File: src/srbc_pkg.sv
// Shared constants and types of the SDRAM refresh and burst controller.
// Assumes one 250 MHz clock and a 32-bit AHB-Lite register port.
package srbc_pkg;
  localparam logic [7:0] OFS_ACCESS = 8'h00;
  localparam logic [7:0] OFS_DRAM = 8'h04;
  localparam logic [7:0] OFS_REFRESH = 8'h08;
  localparam logic [7:0] OFS_RCNT = 8'h0C;
  localparam logic [7:0] OFS_RCMP = 8'h10;
  localparam logic [7:0] OFS_WAITB = 8'h14;
  localparam logic [7:0] OFS_STATUS = 8'h18;
  localparam logic [2:0] RST_ACCESS = 3'h0;
  localparam logic [6:0] RST_DRAM = 7'h00;
  localparam logic [11:0] RST_REFRESH = 12'h000;
  localparam logic [7:0] RST_RCNT = 8'h00;
  localparam logic [7:0] RST_RCMP = 8'hFF;
  localparam logic [2:0] RST_CASCODE = 3'h7;
  localparam int ACC_TPC_LO = 0;
  localparam int ACC_WLS = 2;
  localparam int DRC_BE = 0;
  localparam int DRC_MXC_LO = 1;
  localparam int DRC_MTS_LO = 4;
  localparam int RFC_ON = 0;
  localparam int RFC_CKS_LO = 1;
  localparam int RFC_PAR = 4;
  localparam int RFC_RCW_LO = 5;
  localparam int RFC_RLW_LO = 7;
  localparam int RFC_TPCS_LO = 9;
  localparam int COL_BITS = 8;
  localparam logic [2:0] MTS_SDRAM = 3'h4;
  localparam logic [2:0] MTS_MODE = 3'h5;
  localparam logic [23:0] MODE_BASE = 24'h400000;
  localparam logic [2:0] CMD_NOP = 3'h7;
  localparam logic [2:0] CMD_ACT = 3'h3;
  localparam logic [2:0] CMD_RD = 3'h5;
  localparam logic [2:0] CMD_WR = 3'h4;
  localparam logic [2:0] CMD_PALL = 3'h2;
  localparam logic [2:0] CMD_REF = 3'h1;
  localparam logic [2:0] CMD_MRS = 3'h0;
  localparam int PALL_BIT = 10;

  typedef struct packed {
    logic we;
    logic [23:0] addr;
  } srbc_req_t;

  typedef struct packed {
    logic cke;
    logic [2:0] cmd;
    logic [15:0] addr;
  } srbc_sd_t;

  typedef enum logic [3:0] {
    S_IDLE, S_PRE, S_PREW, S_REF, S_POSTW, S_ACT, S_COL, S_CL, S_DATA,
    S_MRS, S_SELF
  } srbc_state_t;

  typedef enum logic [2:0] {
    OP_ACC, OP_REF, OP_SELF, OP_MRS, OP_EXIT
  } srbc_op_t;
endpackage : srbc_pkg

File: src/srbc_ctrl.sv
// SDRAM command sequencer with burst, row-held and refresh control.
// Assumes an AHB-Lite master, a same-clock access requester and an
// SDRAM clock that arrives from outside and is sampled here.
// Operation
// RULE_01: One to four precharge states follow all-bank precharge, by count field.
// RULE_02: Refresh cycles use the same precharge count field.
// RULE_03: Write latency skip drops CAS latency cycles from writes.
// RULE_04: With burst on, same-row accesses issue column cycles without activate.
// RULE_05: Software must not enable burst with CAS latency 1 parts.
// RULE_06: Open row stays active across other-space accesses while burst is on.
// RULE_07: Refresh, self-refresh, standby, bus release, burst off, mode set close row.
// RULE_08: Refresh runs only when memory type selects SDRAM space.
// RULE_09: Periodic auto-refresh runs only with refresh enable set.
// RULE_10: Refresh counter counts selected clock, refreshes and restarts on match.
// RULE_11: Counter starts once its clock select is written nonzero.
// RULE_12: Other spaces are held off during refresh; parallel option ignored.
// RULE_13: One to three waits follow refresh precharge, before refresh command.
// RULE_14: One to three waits follow refresh command, before next activate.
// RULE_15: Standby with refresh on issues self-refresh; pending refresh first.
// RULE_16: Standby exit clears self-refresh flag and leaves self-refresh.
// RULE_17: Software keeps standby output hold set when using self-refresh.
// RULE_18: Precharge after self-refresh gains one to seven extra states.
// RULE_19: With all clocks stopped, no refresh occurs.
// RULE_20: Plain standby issues no precharge-all.
// RULE_21: Mode set writes drive the offset from the mode base on MRS.
// RULE_22: Software programs single-write, burst length one mode.
// RULE_23: CAS latency codes one to four insert zero to three cycles.
// RULE_24: Refresh request waits pending until the current bus cycle ends.
`timescale 1ns/1ns
module srbc_ctrl
  import srbc_pkg::*;
(
  input wire logic clk,
  input wire logic nrst,
  input wire logic hsel,
  input wire logic [31:0] haddr,
  input wire logic [1:0] htrans,
  input wire logic hwrite,
  input wire logic [2:0] hsize,
  input wire logic [31:0] hwdata,
  input wire logic hready,
  output logic hreadyout,
  output logic hresp,
  output logic [31:0] hrdata,
  input wire logic mem_req,
  input wire srbc_req_t mem_cmd,
  output logic mem_ack,
  input wire logic ext_busy,
  output logic ext_hold,
  input wire logic standby_req,
  input wire logic bus_release,
  input wire logic clock_stop,
  input wire logic sdram_clk_in,
  output srbc_sd_t sd_o
);
  logic [2:0] acc_r;
  logic [6:0] drc_r;
  logic [11:0] rfc_r;
  logic [7:0] rcnt_r;
  logic [7:0] rcmp_r;
  logic [2:0] casc_r;
  logic self_flag_r;
  logic pend_r;
  logic [11:0] pre_r;
  logic s1_r, s2_r, s3_r;
  logic dph_wr_r;
  logic [7:0] dph_a_r;
  srbc_state_t state_r;
  srbc_op_t op_r;
  logic [3:0] cnt_r;
  logic row_open_r;
  logic [15:0] row_r;
  logic we_r;
  logic [23:0] addr_r;
  srbc_sd_t sd_r;
  logic ack_r;

  function automatic logic [15:0] row_of(input logic [23:0] a,
                                         input logic [2:0] w);
    row_of = 16'(a >> (COL_BITS + int'(w)));
  endfunction : row_of

  function automatic logic presc_tick(input logic [2:0] s,
                                      input logic [11:0] p);
    logic [11:0] m;
    m = ~(12'hFFF << ({1'b0, s, 1'b0} - 5'h02));
    presc_tick = (p & m) == m;
  endfunction : presc_tick

  logic [1:0] tpc, rcw, rlw, cl;
  logic [2:0] mxc, mts, cks, ext;
  logic wls, burst, ref_active, tick, ref_tick, match;
  logic wr_acc, wr_drc, wr_rfc, wr_rcnt, wr_rcmp, wr_waitb;
  logic close_row, go_hit;
  srbc_state_t ref_state;

  assign tpc = acc_r[ACC_TPC_LO +: 2];
  assign wls = acc_r[ACC_WLS];
  assign burst = drc_r[DRC_BE];
  assign mxc = drc_r[DRC_MXC_LO +: 3];
  assign mts = drc_r[DRC_MTS_LO +: 3];
  assign cks = rfc_r[RFC_CKS_LO +: 3];
  assign rcw = rfc_r[RFC_RCW_LO +: 2];
  assign rlw = rfc_r[RFC_RLW_LO +: 2];
  assign ext = rfc_r[RFC_TPCS_LO +: 3];
  // Reserved latency codes fall back to the longest latency.
  assign cl = casc_r[2] ? 2'h3 : casc_r[1:0]; // see RULE_23
  assign ref_active = rfc_r[RFC_ON] &&
                      (mts == MTS_SDRAM || mts == MTS_MODE); // see RULE_08
  // The sequencer freezes while all module clocks are stopped.
  assign tick = s2_r && !s3_r && !clock_stop; // see RULE_19
  assign ref_tick = ref_active && cks != 3'h0 && !clock_stop &&
                    presc_tick(cks, pre_r); // see RULE_09 see RULE_11
  assign wr_acc = dph_wr_r && dph_a_r == OFS_ACCESS;
  assign wr_drc = dph_wr_r && dph_a_r == OFS_DRAM;
  assign wr_rfc = dph_wr_r && dph_a_r == OFS_REFRESH;
  assign wr_rcnt = dph_wr_r && dph_a_r == OFS_RCNT;
  assign wr_rcmp = dph_wr_r && dph_a_r == OFS_RCMP;
  assign wr_waitb = dph_wr_r && dph_a_r == OFS_WAITB;
  assign match = ref_tick && rcnt_r == rcmp_r && !wr_rcnt;
  assign close_row = bus_release ||
                     (wr_drc && !hwdata[DRC_BE]); // see RULE_07
  assign go_hit = mem_req && !standby_req && !pend_r && burst &&
                  row_open_r && !(mts == MTS_MODE && mem_cmd.we) &&
                  row_of(mem_cmd.addr, mxc) == row_r; // see RULE_04
  assign ref_state = (op_r == OP_SELF) ? S_SELF : S_REF;
  // Other external spaces wait for the whole refresh sequence.
  assign ext_hold = state_r != S_IDLE &&
                    (op_r == OP_REF || op_r == OP_SELF); // see RULE_12
  assign hreadyout = 1'b1;
  assign hresp = 1'b0;
  assign mem_ack = ack_r;
  assign sd_o = sd_r;

  // SDRAM clock synchroniser and edge finder.
  always_ff @(posedge clk or negedge nrst) begin
    if (!nrst) begin
      s1_r <= 1'b0;
      s2_r <= 1'b0;
      s3_r <= 1'b0;
    end else begin
      s1_r <= sdram_clk_in;
      s2_r <= s1_r;
      s3_r <= s2_r;
    end
  end

  // Bus address phase capture and read data.
  always_ff @(posedge clk or negedge nrst) begin
    if (!nrst) begin
      dph_wr_r <= 1'b0;
      dph_a_r <= 8'h00;
      hrdata <= 32'h0000_0000;
    end else if (hready) begin
      dph_wr_r <= hsel && htrans[1] && hwrite;
      dph_a_r <= haddr[7:0];
      if (hsel && htrans[1] && !hwrite) begin
        unique case (haddr[7:0])
          OFS_ACCESS: hrdata <= {29'h0, acc_r};
          OFS_DRAM: hrdata <= {25'h0, drc_r};
          OFS_REFRESH: hrdata <= {19'h0, self_flag_r, rfc_r};
          OFS_RCNT: hrdata <= {24'h0, rcnt_r};
          OFS_RCMP: hrdata <= {24'h0, rcmp_r};
          OFS_WAITB: hrdata <= {29'h0, casc_r};
          OFS_STATUS: hrdata <= {30'h0, pend_r, row_open_r};
          default: hrdata <= 32'h0000_0000;
        endcase
      end
    end
  end

  // Software configuration registers.
  always_ff @(posedge clk or negedge nrst) begin
    if (!nrst) begin
      acc_r <= RST_ACCESS;
      drc_r <= RST_DRAM;
      rfc_r <= RST_REFRESH;
      rcmp_r <= RST_RCMP;
      casc_r <= RST_CASCODE;
    end else begin
      if (wr_acc) acc_r <= hwdata[2:0];
      if (wr_drc) drc_r <= hwdata[6:0];
      if (wr_rfc) rfc_r <= hwdata[11:0];
      if (wr_rcmp) rcmp_r <= hwdata[7:0];
      if (wr_waitb) casc_r <= hwdata[2:0];
    end
  end

  // Refresh interval counter and pending request; a new match wins.
  always_ff @(posedge clk or negedge nrst) begin
    if (!nrst) begin
      pre_r <= 12'h000;
      rcnt_r <= RST_RCNT;
      pend_r <= 1'b0;
    end else begin
      pre_r <= pre_r + 12'h001;
      if (wr_rcnt) begin
        rcnt_r <= hwdata[7:0];
      end else if (ref_tick) begin
        rcnt_r <= (rcnt_r == rcmp_r) ? 8'h00 : rcnt_r + 8'h01; // see RULE_10
      end
      if (match) begin
        pend_r <= 1'b1; // see RULE_10
      end else if (tick && state_r == S_REF) begin
        pend_r <= 1'b0;
      end
    end
  end

  // Command sequencer, one state per SDRAM clock rising edge.
  always_ff @(posedge clk or negedge nrst) begin
    if (!nrst) begin
      state_r <= S_IDLE;
      op_r <= OP_ACC;
      cnt_r <= 4'h0;
      row_open_r <= 1'b0;
      row_r <= 16'h0000;
      we_r <= 1'b0;
      addr_r <= 24'h000000;
      sd_r <= '{cke: 1'b1, cmd: CMD_NOP, addr: 16'h0000};
      ack_r <= 1'b0;
      self_flag_r <= 1'b0;
    end else begin
      ack_r <= 1'b0;
      if (close_row) row_open_r <= 1'b0;
      if (tick) begin
        sd_r.cmd <= CMD_NOP;
        unique case (state_r)
          S_IDLE: begin
            if (pend_r && !ext_busy) begin
              // A refresh due at standby entry is served first.
              op_r <= OP_REF; // see RULE_24 see RULE_15
              state_r <= S_PRE;
              cnt_r <= 4'(tpc); // see RULE_02
              sd_r.cmd <= CMD_PALL;
              sd_r.addr <= 16'h0001 << PALL_BIT;
              row_open_r <= 1'b0; // see RULE_07
            end else if (standby_req && !pend_r && ref_active) begin
              op_r <= OP_SELF; // see RULE_15
              state_r <= S_PRE;
              cnt_r <= 4'(tpc);
              sd_r.cmd <= CMD_PALL;
              sd_r.addr <= 16'h0001 << PALL_BIT;
              row_open_r <= 1'b0; // see RULE_07
            end else if (standby_req && !pend_r) begin
              row_open_r <= 1'b0; // see RULE_20 see RULE_07
            end else if (go_hit) begin
              we_r <= mem_cmd.we;
              addr_r <= mem_cmd.addr;
              state_r <= S_COL; // see RULE_04 see RULE_06
            end else if (mem_req && !pend_r && !standby_req) begin
              we_r <= mem_cmd.we;
              addr_r <= mem_cmd.addr;
              op_r <= (mts == MTS_MODE && mem_cmd.we) ? OP_MRS : OP_ACC;
              state_r <= S_PRE;
              cnt_r <= 4'(tpc); // see RULE_01
              sd_r.cmd <= CMD_PALL;
              sd_r.addr <= 16'h0001 << PALL_BIT;
              row_open_r <= 1'b0;
            end
          end
          S_PRE: begin
            if (cnt_r != 4'h0) begin
              cnt_r <= cnt_r - 4'h1; // see RULE_01 see RULE_18
            end else begin
              unique case (op_r)
                OP_ACC: begin
                  state_r <= S_ACT;
                  sd_r.cmd <= CMD_ACT;
                  sd_r.addr <= row_of(addr_r, mxc);
                end
                OP_MRS: begin
                  state_r <= S_MRS; // see RULE_21
                  sd_r.cmd <= CMD_MRS;
                  sd_r.addr <= 16'(addr_r - MODE_BASE);
                end
                OP_EXIT: state_r <= S_IDLE;
                default: begin
                  if (rcw != 2'h0) begin
                    state_r <= S_PREW; // see RULE_13
                    cnt_r <= 4'(rcw) - 4'h1;
                  end else begin
                    state_r <= ref_state;
                    sd_r.cmd <= CMD_REF;
                    sd_r.cke <= op_r != OP_SELF;
                    self_flag_r <= op_r == OP_SELF;
                  end
                end
              endcase
            end
          end
          S_PREW: begin
            if (cnt_r != 4'h0) begin
              cnt_r <= cnt_r - 4'h1; // see RULE_13
            end else begin
              state_r <= ref_state;
              sd_r.cmd <= CMD_REF;
              sd_r.cke <= op_r != OP_SELF; // see RULE_15
              self_flag_r <= op_r == OP_SELF;
            end
          end
          S_REF: begin
            if (rlw != 2'h0) begin
              state_r <= S_POSTW; // see RULE_14
              cnt_r <= 4'(rlw) - 4'h1;
            end else begin
              state_r <= S_IDLE;
            end
          end
          S_POSTW: begin
            if (cnt_r != 4'h0) cnt_r <= cnt_r - 4'h1;
            else state_r <= S_IDLE; // see RULE_14
          end
          S_SELF: begin
            if (!standby_req) begin
              self_flag_r <= 1'b0; // see RULE_16
              sd_r.cke <= 1'b1;
              op_r <= OP_EXIT;
              state_r <= S_PRE;
              cnt_r <= 4'(tpc) + 4'(ext); // see RULE_18
            end
          end
          S_ACT: begin
            state_r <= S_COL;
            row_open_r <= 1'b1;
            row_r <= row_of(addr_r, mxc);
          end
          S_COL: begin
            sd_r.cmd <= we_r ? CMD_WR : CMD_RD;
            sd_r.addr <= 16'(addr_r[COL_BITS-1:0]);
            if ((we_r && wls) || cl == 2'h0) begin
              state_r <= S_DATA; // see RULE_03
            end else begin
              state_r <= S_CL; // see RULE_23
              cnt_r <= 4'(cl) - 4'h1;
            end
          end
          S_CL: begin
            if (cnt_r != 4'h0) cnt_r <= cnt_r - 4'h1;
            else state_r <= S_DATA;
          end
          S_DATA: begin
            ack_r <= 1'b1;
            state_r <= S_IDLE;
          end
          S_MRS: begin
            ack_r <= 1'b1;
            row_open_r <= 1'b0; // see RULE_07
            state_r <= S_IDLE;
          end
        endcase
      end else if (s2_r && !s3_r) begin
        sd_r.cmd <= CMD_NOP; // see RULE_19
      end
    end
  end
endmodule : srbc_ctrl

File: config.mk
export PLATFORM = sky130hd
export DESIGN_NAME = srbc_ctrl
export DESIGN_NICKNAME = d
export VERILOG_FILES = /design/src/srbc_pkg.sv /design/src/srbc_ctrl.sv
export SDC_FILE = /design/constraint.sdc
export NUM_CORES = 1
export LEC_CHECK = 0
export BUFFER_PORTS_ARGS = -buffer_cell sky130_fd_sc_hd__clkbuf_2
export CORE_UTILIZATION = 37
export DETAILED_ROUTE_END_ITERATION = 8
export PLACE_DENSITY = 0.57
export SLEW_MARGIN = 0
export SYNTH_ARGS = -nofsm -noshare
export SYNTH_HDL_FRONTEND = slang
export SYNTH_SLANG_ARGS = --single-unit
File: constraint.sdc
create_clock -name clk -period 3.9 [get_ports clk]
set_input_delay 0 -clock clk [delete_from_list [all_inputs] [get_ports clk]]
set_output_delay 0 -clock clk [all_outputs]
set_load 0.01 [all_outputs]
After elaboration in Yosys (flattened, before gate mapping)
Cells that the tools add are included.
- output and inout port bits: 56
- logic and storage cells: 249
- flip-flop bits (word level): 173
- shift operators: 3
- reduce and logical (&&, ||, !) cells: 75
- eq/ne operators: 48
- muxes and demuxes: 82
- $add $sub $neg: 10
- bitwise gates (word level): 5
- operators by type and width (kind ; number):
    $mux W4 ; 27
    $mux W19 ; 5
    $pmux W13 S7 ; 1
    $mux W24 ; 2
    $pmux W16 S3 ; 1
    $eq A8 B5 Y1 const B ; 5
    $pmux W4 S10 ; 1
    $logic_and A1 B1 Y1 ; 33
    $eq A8 B4 Y1 const B ; 4
    $pmux W16 S2 ; 1
    $shr A24 B32 Y16 ; 1
    $mux W3 ; 9
    $mux W8 ; 3
    $pmux W4 S6 ; 1
    $shr A24 B5 Y16 ; 1
    $mux W1 ; 21
    $mux W20 ; 1
    $eq A16 B16 Y1 ; 1
    $eq A4 B3 Y1 const B ; 4
    $eq A8 B3 Y1 const B ; 2
    $logic_not A8 Y1 ; 2
    $ne A2 B2 Y1 const B ; 8
    $sub A16 B1 Y16 const B ; 1
    $reduce_and A7 Y1 ; 2
    46 further kinds ; 86

Longest topological paths before layout
Gate-level depths: netlist of run 1.
- word-level depth: 13
- mapped depth: 12
- mapped depth without buffers: 11

Least setup slack after synthesis of run 1
OpenSTA, ideal clock, no wires.
- kind: register -> register
- start point: reg drc_r[1]
- end point: reg sd_r (netlist bit sd_o[11])
- data required time: 3775 ps
- stages on the path, launching flop included: 11
- data arrival time: 2650 ps
- path slack: 1124 ps
- setup time: 125 ps
- path through: dfrtp_1 buf_6 buf_12 mux2i_1 mux4_2 a2111oi_2 nand4_1 o21ai_4 a21oi_4 buf_6 mux2_4
- longest elaborated chain between the ends: 6
- elaborated cells between the ends (all ways): 10
- classes of those cells: 1 x add/sub; 2 x eq/ne; 2 x shift; 3 x mux; 2 x reduce/logical
- ends and longest elaborated chain (item ; RTL line ; RTL):
    start, declared ; srbc_ctrl.sv:57 ; logic [6:0] drc_r;
    start signal, assigned ; srbc_ctrl.sv:182 ; if (wr_drc) drc_r <= hwdata[6:0];
    $add A4 B3 Y5 * ; srbc_ctrl.sv:80 ; row_of = 16'(a >> (COL_BITS + int'(w)));
    $shr A24 B32 Y16 ; srbc_ctrl.sv:80 ;
    $eq A16 B16 Y1 ; srbc_ctrl.sv:125 ; row_of(mem_cmd.addr, mxc) == row_r;
    $logic_and A1 B1 Y1 ; srbc_ctrl.sv:124 ; row_open_r && !(mts == MTS_MODE && mem_cmd.we) &&
    $ne A4 B4 Y1 (no line) ; -- ;
    $reduce_and A7 Y1 (no line) ; -- ;
    end signal, assigned ; srbc_ctrl.sv:220 ; sd_r <= '{cke: 1'b1, cmd: CMD_NOP, addr: 16'h0000};
    end, declared ; srbc_ctrl.sv:75 ; srbc_sd_t sd_r;
Mark *: on every way between the ends. The rest lies on a longest branch, timed or not. The select of a mux whose other input is x is not followed.
A chain may end at the register's enable or synchronous reset.

Worst setup path in the final report of run 1
- start point: reg drc_r[1]
- end point: reg sd_r (netlist bit sd_o[3])
The elaborated chain is that of the path after synthesis.

==> flow_summary.toml, run 1 <==
[floorplan]
die_w_um = 160.2
die_h_um = 160.2
core_area_um2 = 24460
io_pins = 161
start_util = 0.3784
dieArea_um2 = 25650
rows = 57

[sta]
rsz0062_at_grt = "no"
tightest_slew_ps = 1165
worst_slack_ps = 580.4
maxSlewViolCount = 0
hold_viol = 0
setup_viol = 0
timing.fmax_mhz = 301.2
final.min_clock_period_ps = 3320
slew_headroom = 0.2168
finalCritPeriodShare = 0.8512
setup-tns-final_ps = 0
finalClockSkew_ps = 11.55

[route]
antenna_left = 0
wl_met1_mm = 12.23
first_pass_iters = 5
drt_iter0_drc = 608
num_vias = 7716
avgViaCountPerCell = 5.535
wl_met3_mm = 1.146
wire_per_inst_um = 18.58
wirelength_mm = 25.90
wl_met2_mm = 12.23
drc_errors = 0
top_layer = "met4"

[cts]
cts_hold_buf = 49
cts_setup_buffers = 0
cts_buffers = 17
root_buffer = "clkbuf_16"
cts.path.max_buffers = 2
clock_sinks = 154
htreeDepth = 4
cts.clk_slew.worst_paths_ps = 60
cts_tree = "built"
cts_resized = 0
insertion_delay_ps = 430

[final_layout]
postLayoutCellArea_um2 = 11060
layout_common_cells = "dfrtp_1 (138), clkbuf_2 (90), nand2_1 (89)"
area_growth_pct = 19.44
layout-drive-gt1-share = 0.2505
layout_commonest_cell = "dfrtp_1"
nets = 1179
antenna_cells = 0

[logic_synthesis]
yosys.area_share.adder = 0.02379
synth_top_family_by_area = "multiplexers"
synth_compound_area_frac = 0.1565
ys.flop_type = "dfrtp_1"
yosys.area_share.simple = 0.1486
synth_cells = 931
synth_edf_count = 0
synth_xor_xnor_area_share = 0.03217
ys_seq_area_frac = 0.4184
yosysUniqueCellTypes = 79
synthArstFlopShare = 1.000
synth.avg_cell_area_um2 = 9.942
synth_area_um2 = 9256
ys_seq_elements = 154
ys.warnings.count = 0
synthMuxAreaShare = 0.1699

[grt]
antenna_found_initial = 0
overflow = 0
grt_pass1_vias = 7556
groute.usage.overall = 0.2108
grt_max_degree = 89
grt_pass1_wl_mm = 42.59

[critical_path]
cp-start-kind = "flop"
worstPathCellList = "mux4_2, mux2i_1, xnor2_1, a2111oi_4, nand4_2, o21ai_4, a21oi_4, buf_4, mux2_4"
r2r_slack_ps = 580
cp_max_fo = 20
critPathRequiredTime_ps = 4210
cp_top_family = "multiplexers"
critPathCaptureType = "flop"
arrival_ps = 3630
critPathBufInv = 1
crit_type = "reg -> reg"
crit_slowest_cell = "dfrtp_2"
max_stage_delay_ps = 700

[power]
ir_drop_uv = 278.1
cellPowerDensity_nw_per_um2 = 456.3
total_power_mw = 5.044
p_leak_nw = 4.886

[placement]
dp_slack_ps = 609.9
dp_hpwl_mm = 19.05
io_buffers = 91
place_area_um2 = 9961
gp_congestion = 0.9274

[flow_run]
cap_violations = 0

[min_path]
worstHoldPathType = "in -> reg"

[run_status]
status = "complete, no violations"
==> cells in the mapped netlist, types with 4 or more instances <==
| cell | count | share of area |
|---|---|---|
| dfstp_2 | 15 | 0.043 |
| a22oi_1 | 11 | 0.0089 |
| clkbuf_1 | 41 | 0.017 |
| dfrtp_1 | 139 | 0.38 |
| o221ai_1 | 4 | 0.0038 |
| mux2_4 | 9 | 0.015 |
| o21ai_0 | 69 | 0.037 |
| a31oi_1 | 11 | 0.0074 |
| mux2_2 | 79 | 0.096 |
| nor3_1 | 17 | 0.0092 |
| or3b_2 | 6 | 0.0057 |
| nor2_1 | 57 | 0.023 |
| a221oi_1 | 5 | 0.0047 |
| nand2_1 | 89 | 0.036 |
| mux2i_1 | 39 | 0.042 |
| o22ai_1 | 4 | 0.0027 |
| inv_1 | 20 | 0.0081 |
| mux4_2 | 7 | 0.017 |
| nand4_1 | 12 | 0.0081 |
| nor4_1 | 4 | 0.0027 |
| a21o_1 | 5 | 0.0041 |
| nor2b_1 | 14 | 0.0095 |
| nand2b_1 | 9 | 0.0061 |
| and3_1 | 5 | 0.0034 |
| o31ai_1 | 5 | 0.0041 |
| a211oi_1 | 13 | 0.011 |
| xnor2_1 | 25 | 0.024 |
| nand3_1 | 26 | 0.014 |
| a21oi_1 | 50 | 0.027 |
| ha_1 | 16 | 0.022 |
| buf_4 | 22 | 0.018 |
| xor2_1 | 9 | 0.0085 |
| o21a_1 | 6 | 0.0049 |
| o211ai_1 | 4 | 0.0032 |
| and2_1 | 8 | 0.0054 |
| nor3b_1 | 5 | 0.0041 |
==> worst reg2reg max path: stages, from the launching register on <==
cell and delay [ps]:
dfrtp_2 700, mux4_2 620, mux2i_1 210, xnor2_1 130, a2111oi_4 350, nand4_2 210, o21ai_4 310, a21oi_4 70
buf_4 240, mux2_4 350
==> worst paths after layout <==
kind                                      start                endpoint  cells past startpoint
setup reg to reg           drc_r[1]$_DFFE_PN0N_     sd_o[3]$_DFFE_PN0P_                      9
min in group asynchronous                  nrst  addr_r[19]$_DFFE_PN0P_                      2
hold / removal                       clock_stop    sd_o[19]$_DFFE_PN1P_                      4
hold reg to reg                  s1_r$_DFF_PN0_          s2_r$_DFF_PN0_                      0
setup / recovery           drc_r[1]$_DFFE_PN0N_     sd_o[3]$_DFFE_PN0P_                      9
max in group asynchronous                  nrst   rcmp_r[6]$_DFFE_PN1P_                      3
==> state kept, by name, indices dropped and copies added, names as in the netlist, 3 cells and up <==
register,cells
addr_r,24
sd_o,20
row_r,16
hrdata,13
pre_r,12
rfc_r,12
dph_a_r,8
rcmp_r,8
rcnt_r,8
drc_r,7
cnt_r,4
state_r,4
acc_r,3
casc_r,3
op_r,3
==> through the flow <==
step,hold slack (ps),std cells,utilization
detailed placement,113.6,1313,0.4072
global route,19.00,1394,0.4519
finish,17.76,1394,0.4519
global placement,112.7,1313,0.4072
floorplan,-295.6,950,-
CTS,8.145,1394,0.4519
==> report_power, final <==
part / internal (mW) / switching [mW] / total, mW
logic: 0.559 / 0.781 / 1.34
registers: 1.78 / 0.203 / 1.99
clock network: 1.00 / 0.713 / 1.72
total: 3.35 / 1.70 / 5.04
==> per-layer routing <==
metal  vias up  track usage
met2       242       0.3350
met1      3840       0.3018
li1       3611            -
met4         0      0.04848
met5         -            0
met3        23      0.03065
==> logic make-up (layout without fill, tap and decap cells) <==
family	after synthesis	after routing
xor+xnor	34	34
buf+inv	92	212
flops	154	154
fa+ha+maj	17	17
simple gates	276	276
mux	134	134
other cells	2	21
compound gates	222	222
==> layout make-up <==
cell class,instances,area [µm²]
repair buffers,158,1087
multi-input cells,704,5002
fillers,2393,13410
clock inverters,11,133.9
inverters,22,82.58
well taps,324,405.4
clock buffers,21,470.5
flip-flops and latches,154,3874
Power figures use the tool's default switching activity.
==> run 2, diff against run 1 <==
Settings changed: CORE_UTILIZATION 37 to 50, PLACE_DENSITY 0.57 to 0.72.
==> flow_summary.toml, run 2 (synthesis gave the netlist of run 1 again) <==
[final_layout]
layout_commonest_cell = "dfrtp_1"
regMostFlops = "addr_r"
nets = 1181
largest_reg_flops = 24
final_cells = 1301
antenna_cells = 0
layout_common_cells = "dfrtp_1 (138), clkbuf_2 (90), nand2_1 (89)"
final_core_util = 0.6049
layout-drive-gt1-share = 0.2481
area_growth_pct = 17.79

[critical_path]
critPathCaptureType = "flop"
crit_type = "reg -> reg"
cp-start-kind = "flop"
cp_max_fo = 27
crit_slowest_cell = "dfrtp_2"
arrival_ps = 3770
max_stage_delay_ps = 820
critPathRequiredTime_ps = 4220
worstPathCellList = "mux4_2, mux2i_1, xnor2_1, a2111oi_4, nand4_2, o21ai_4, a21oi_4, mux2_4"

[grt]
groute.usage.overall = 0.2613
grt_pass1_wl_mm = 39.34
antenna_found_initial = 0
grt_max_degree = 111
grt_pass1_vias = 7340
overflow = 0

[sta]
final.min_clock_period_ps = 3458
setup_viol = 0
maxSlewViolCount = 0
setup-tns-final_ps = 0
rsz0062_at_grt = "no"
finalClockSkew_ps = 14.46
slew_headroom = 0.2275
timing.fmax_mhz = 289.2
tightest_slew_ps = 1143
hold_viol = 0
finalCritPeriodShare = 0.8867

[power]
cellPowerDensity_nw_per_um2 = 448.8
p_leak_nw = 4.863
total_power_mw = 4.893
ir_drop_uv = 325.9

[floorplan]
core_area_um2 = 18020
io_pins = 161
die_h_um = 138.1
dieArea_um2 = 19060
start_util = 0.5135
rows = 49
die_w_um = 138.1

[cts]
cts_setup_buffers = 0
cts.clk_slew.worst_paths_ps = 70
htreeDepth = 4
cts.path.max_buffers = 2
cts_buffers = 17
cts_tree = "built"
root_buffer = "clkbuf_16"
clock_sinks = 154
insertion_delay_ps = 440

[route]
drc_errors = 0
wirelength_mm = 24.58
drt_iter0_drc = 714
avgViaCountPerCell = 5.997
wire_per_inst_um = 18.89
num_vias = 7802
first_pass_iters = 6
antenna_left = 0

[flow_run]
cap_violations = 0

[min_path]
worstHoldPathType = "in -> reg"

[run_status]
status = "complete, no violations"

[placement]
dp.cells = 1217
dp_hpwl_mm = 17.45
io_buffers = 91
gp_congestion = 0.9576
==> run 2: changes by cell type in the layout (fill, tap and decap cells not counted), moves of 2 or more <==
| cell | change |
|---|---|
| inv_6 | +2 |
| bufinv_16 | -2 |
| clkinvlp_4 | +3 |
| clkbuf_8 | -2 |
| dlygate4sd3_1 | +3 |
| clkinv_4 | -4 |
==> run 2: worst paths after layout <==
kind                                 startpoint               endpoint  slack (ps)  depth (start not counted)
setup / recovery           drc_r[1]$_DFFE_PN0N_    sd_o[9]$_DFFE_PN0P_         440                          8
max in group asynchronous                  nrst  casc_r[0]$_DFFE_PN1P_        2610                          3
hold reg to reg                  s1_r$_DFF_PN0_         s2_r$_DFF_PN0_         360                          0
hold / removal                      standby_req   sd_o[19]$_DFFE_PN1P_          30                          4
min in group asynchronous                  nrst         s1_r$_DFF_PN0_         240                          2
setup reg to reg           drc_r[1]$_DFFE_PN0N_    sd_o[9]$_DFFE_PN0P_         440                          8
==> run 2: final cells by class <==
| class | count | area, µm² |
|---|---|---|
| clock buffers | 19 | 442.9 |
| clock inverters | 13 | 111.4 |
| fillers | 1482 | 7122 |
| inverters | 22 | 82.58 |
| multi-input cells | 704 | 4996 |
| flip-flops and latches | 154 | 3874 |
| well taps | 229 | 286.5 |
| repair buffers | 160 | 1110 |
==> run 2: per-stage QoR <==
stage	worst slack, ps	cell area, µm²	hold slack, ps
after floorplan	1124	9328	-295.6
after global placement	538.3	9828	110.1
after detailed placement	491.2	9828	110.4
after CTS	437.7	10900	15.97
after global routing	228.8	10900	63.42
final	441.8	10900	25.45
==> run 2: per-layer routing <==
metal / global-route usage / share of wire / vias up
li1: - / - / 3613
met1: 0.3615 / 0.44 / 3849
met2: 0.4142 / 0.48 / 280
met3: 0.04364 / 0.055 / 60
met4: 0.09427 / 0.028 / 0
met5: 0 / 0 / -
==> run 2: where the power goes <==
part / internal (mW) / leakage (nW) / switching (mW)
combinational: 0.568 / 2.64 / 0.793
clock: 0.847 / 0.262 / 0.722
sequential: 1.78 / 1.96 / 0.180
==> run 2: repair_timing <==
item,in CTS,in global routing
hold buffers,52,0
hold endpoints to repair,175,0
gates resized for setup,0,0
setup endpoints to repair,0,0
==> run 2: worst max-delay path: cells and delay by family, from the launching register on <==
| family | cells | cell delay [ps] |
|---|---|---|
| DFF | 1 | 820 |
| xor gates and xnor gates | 1 | 150 |
| AOI/OAI and AO/OA | 3 | 940 |
| muxes | 3 | 1200 |
| and+or+nand+nor | 1 | 210 |
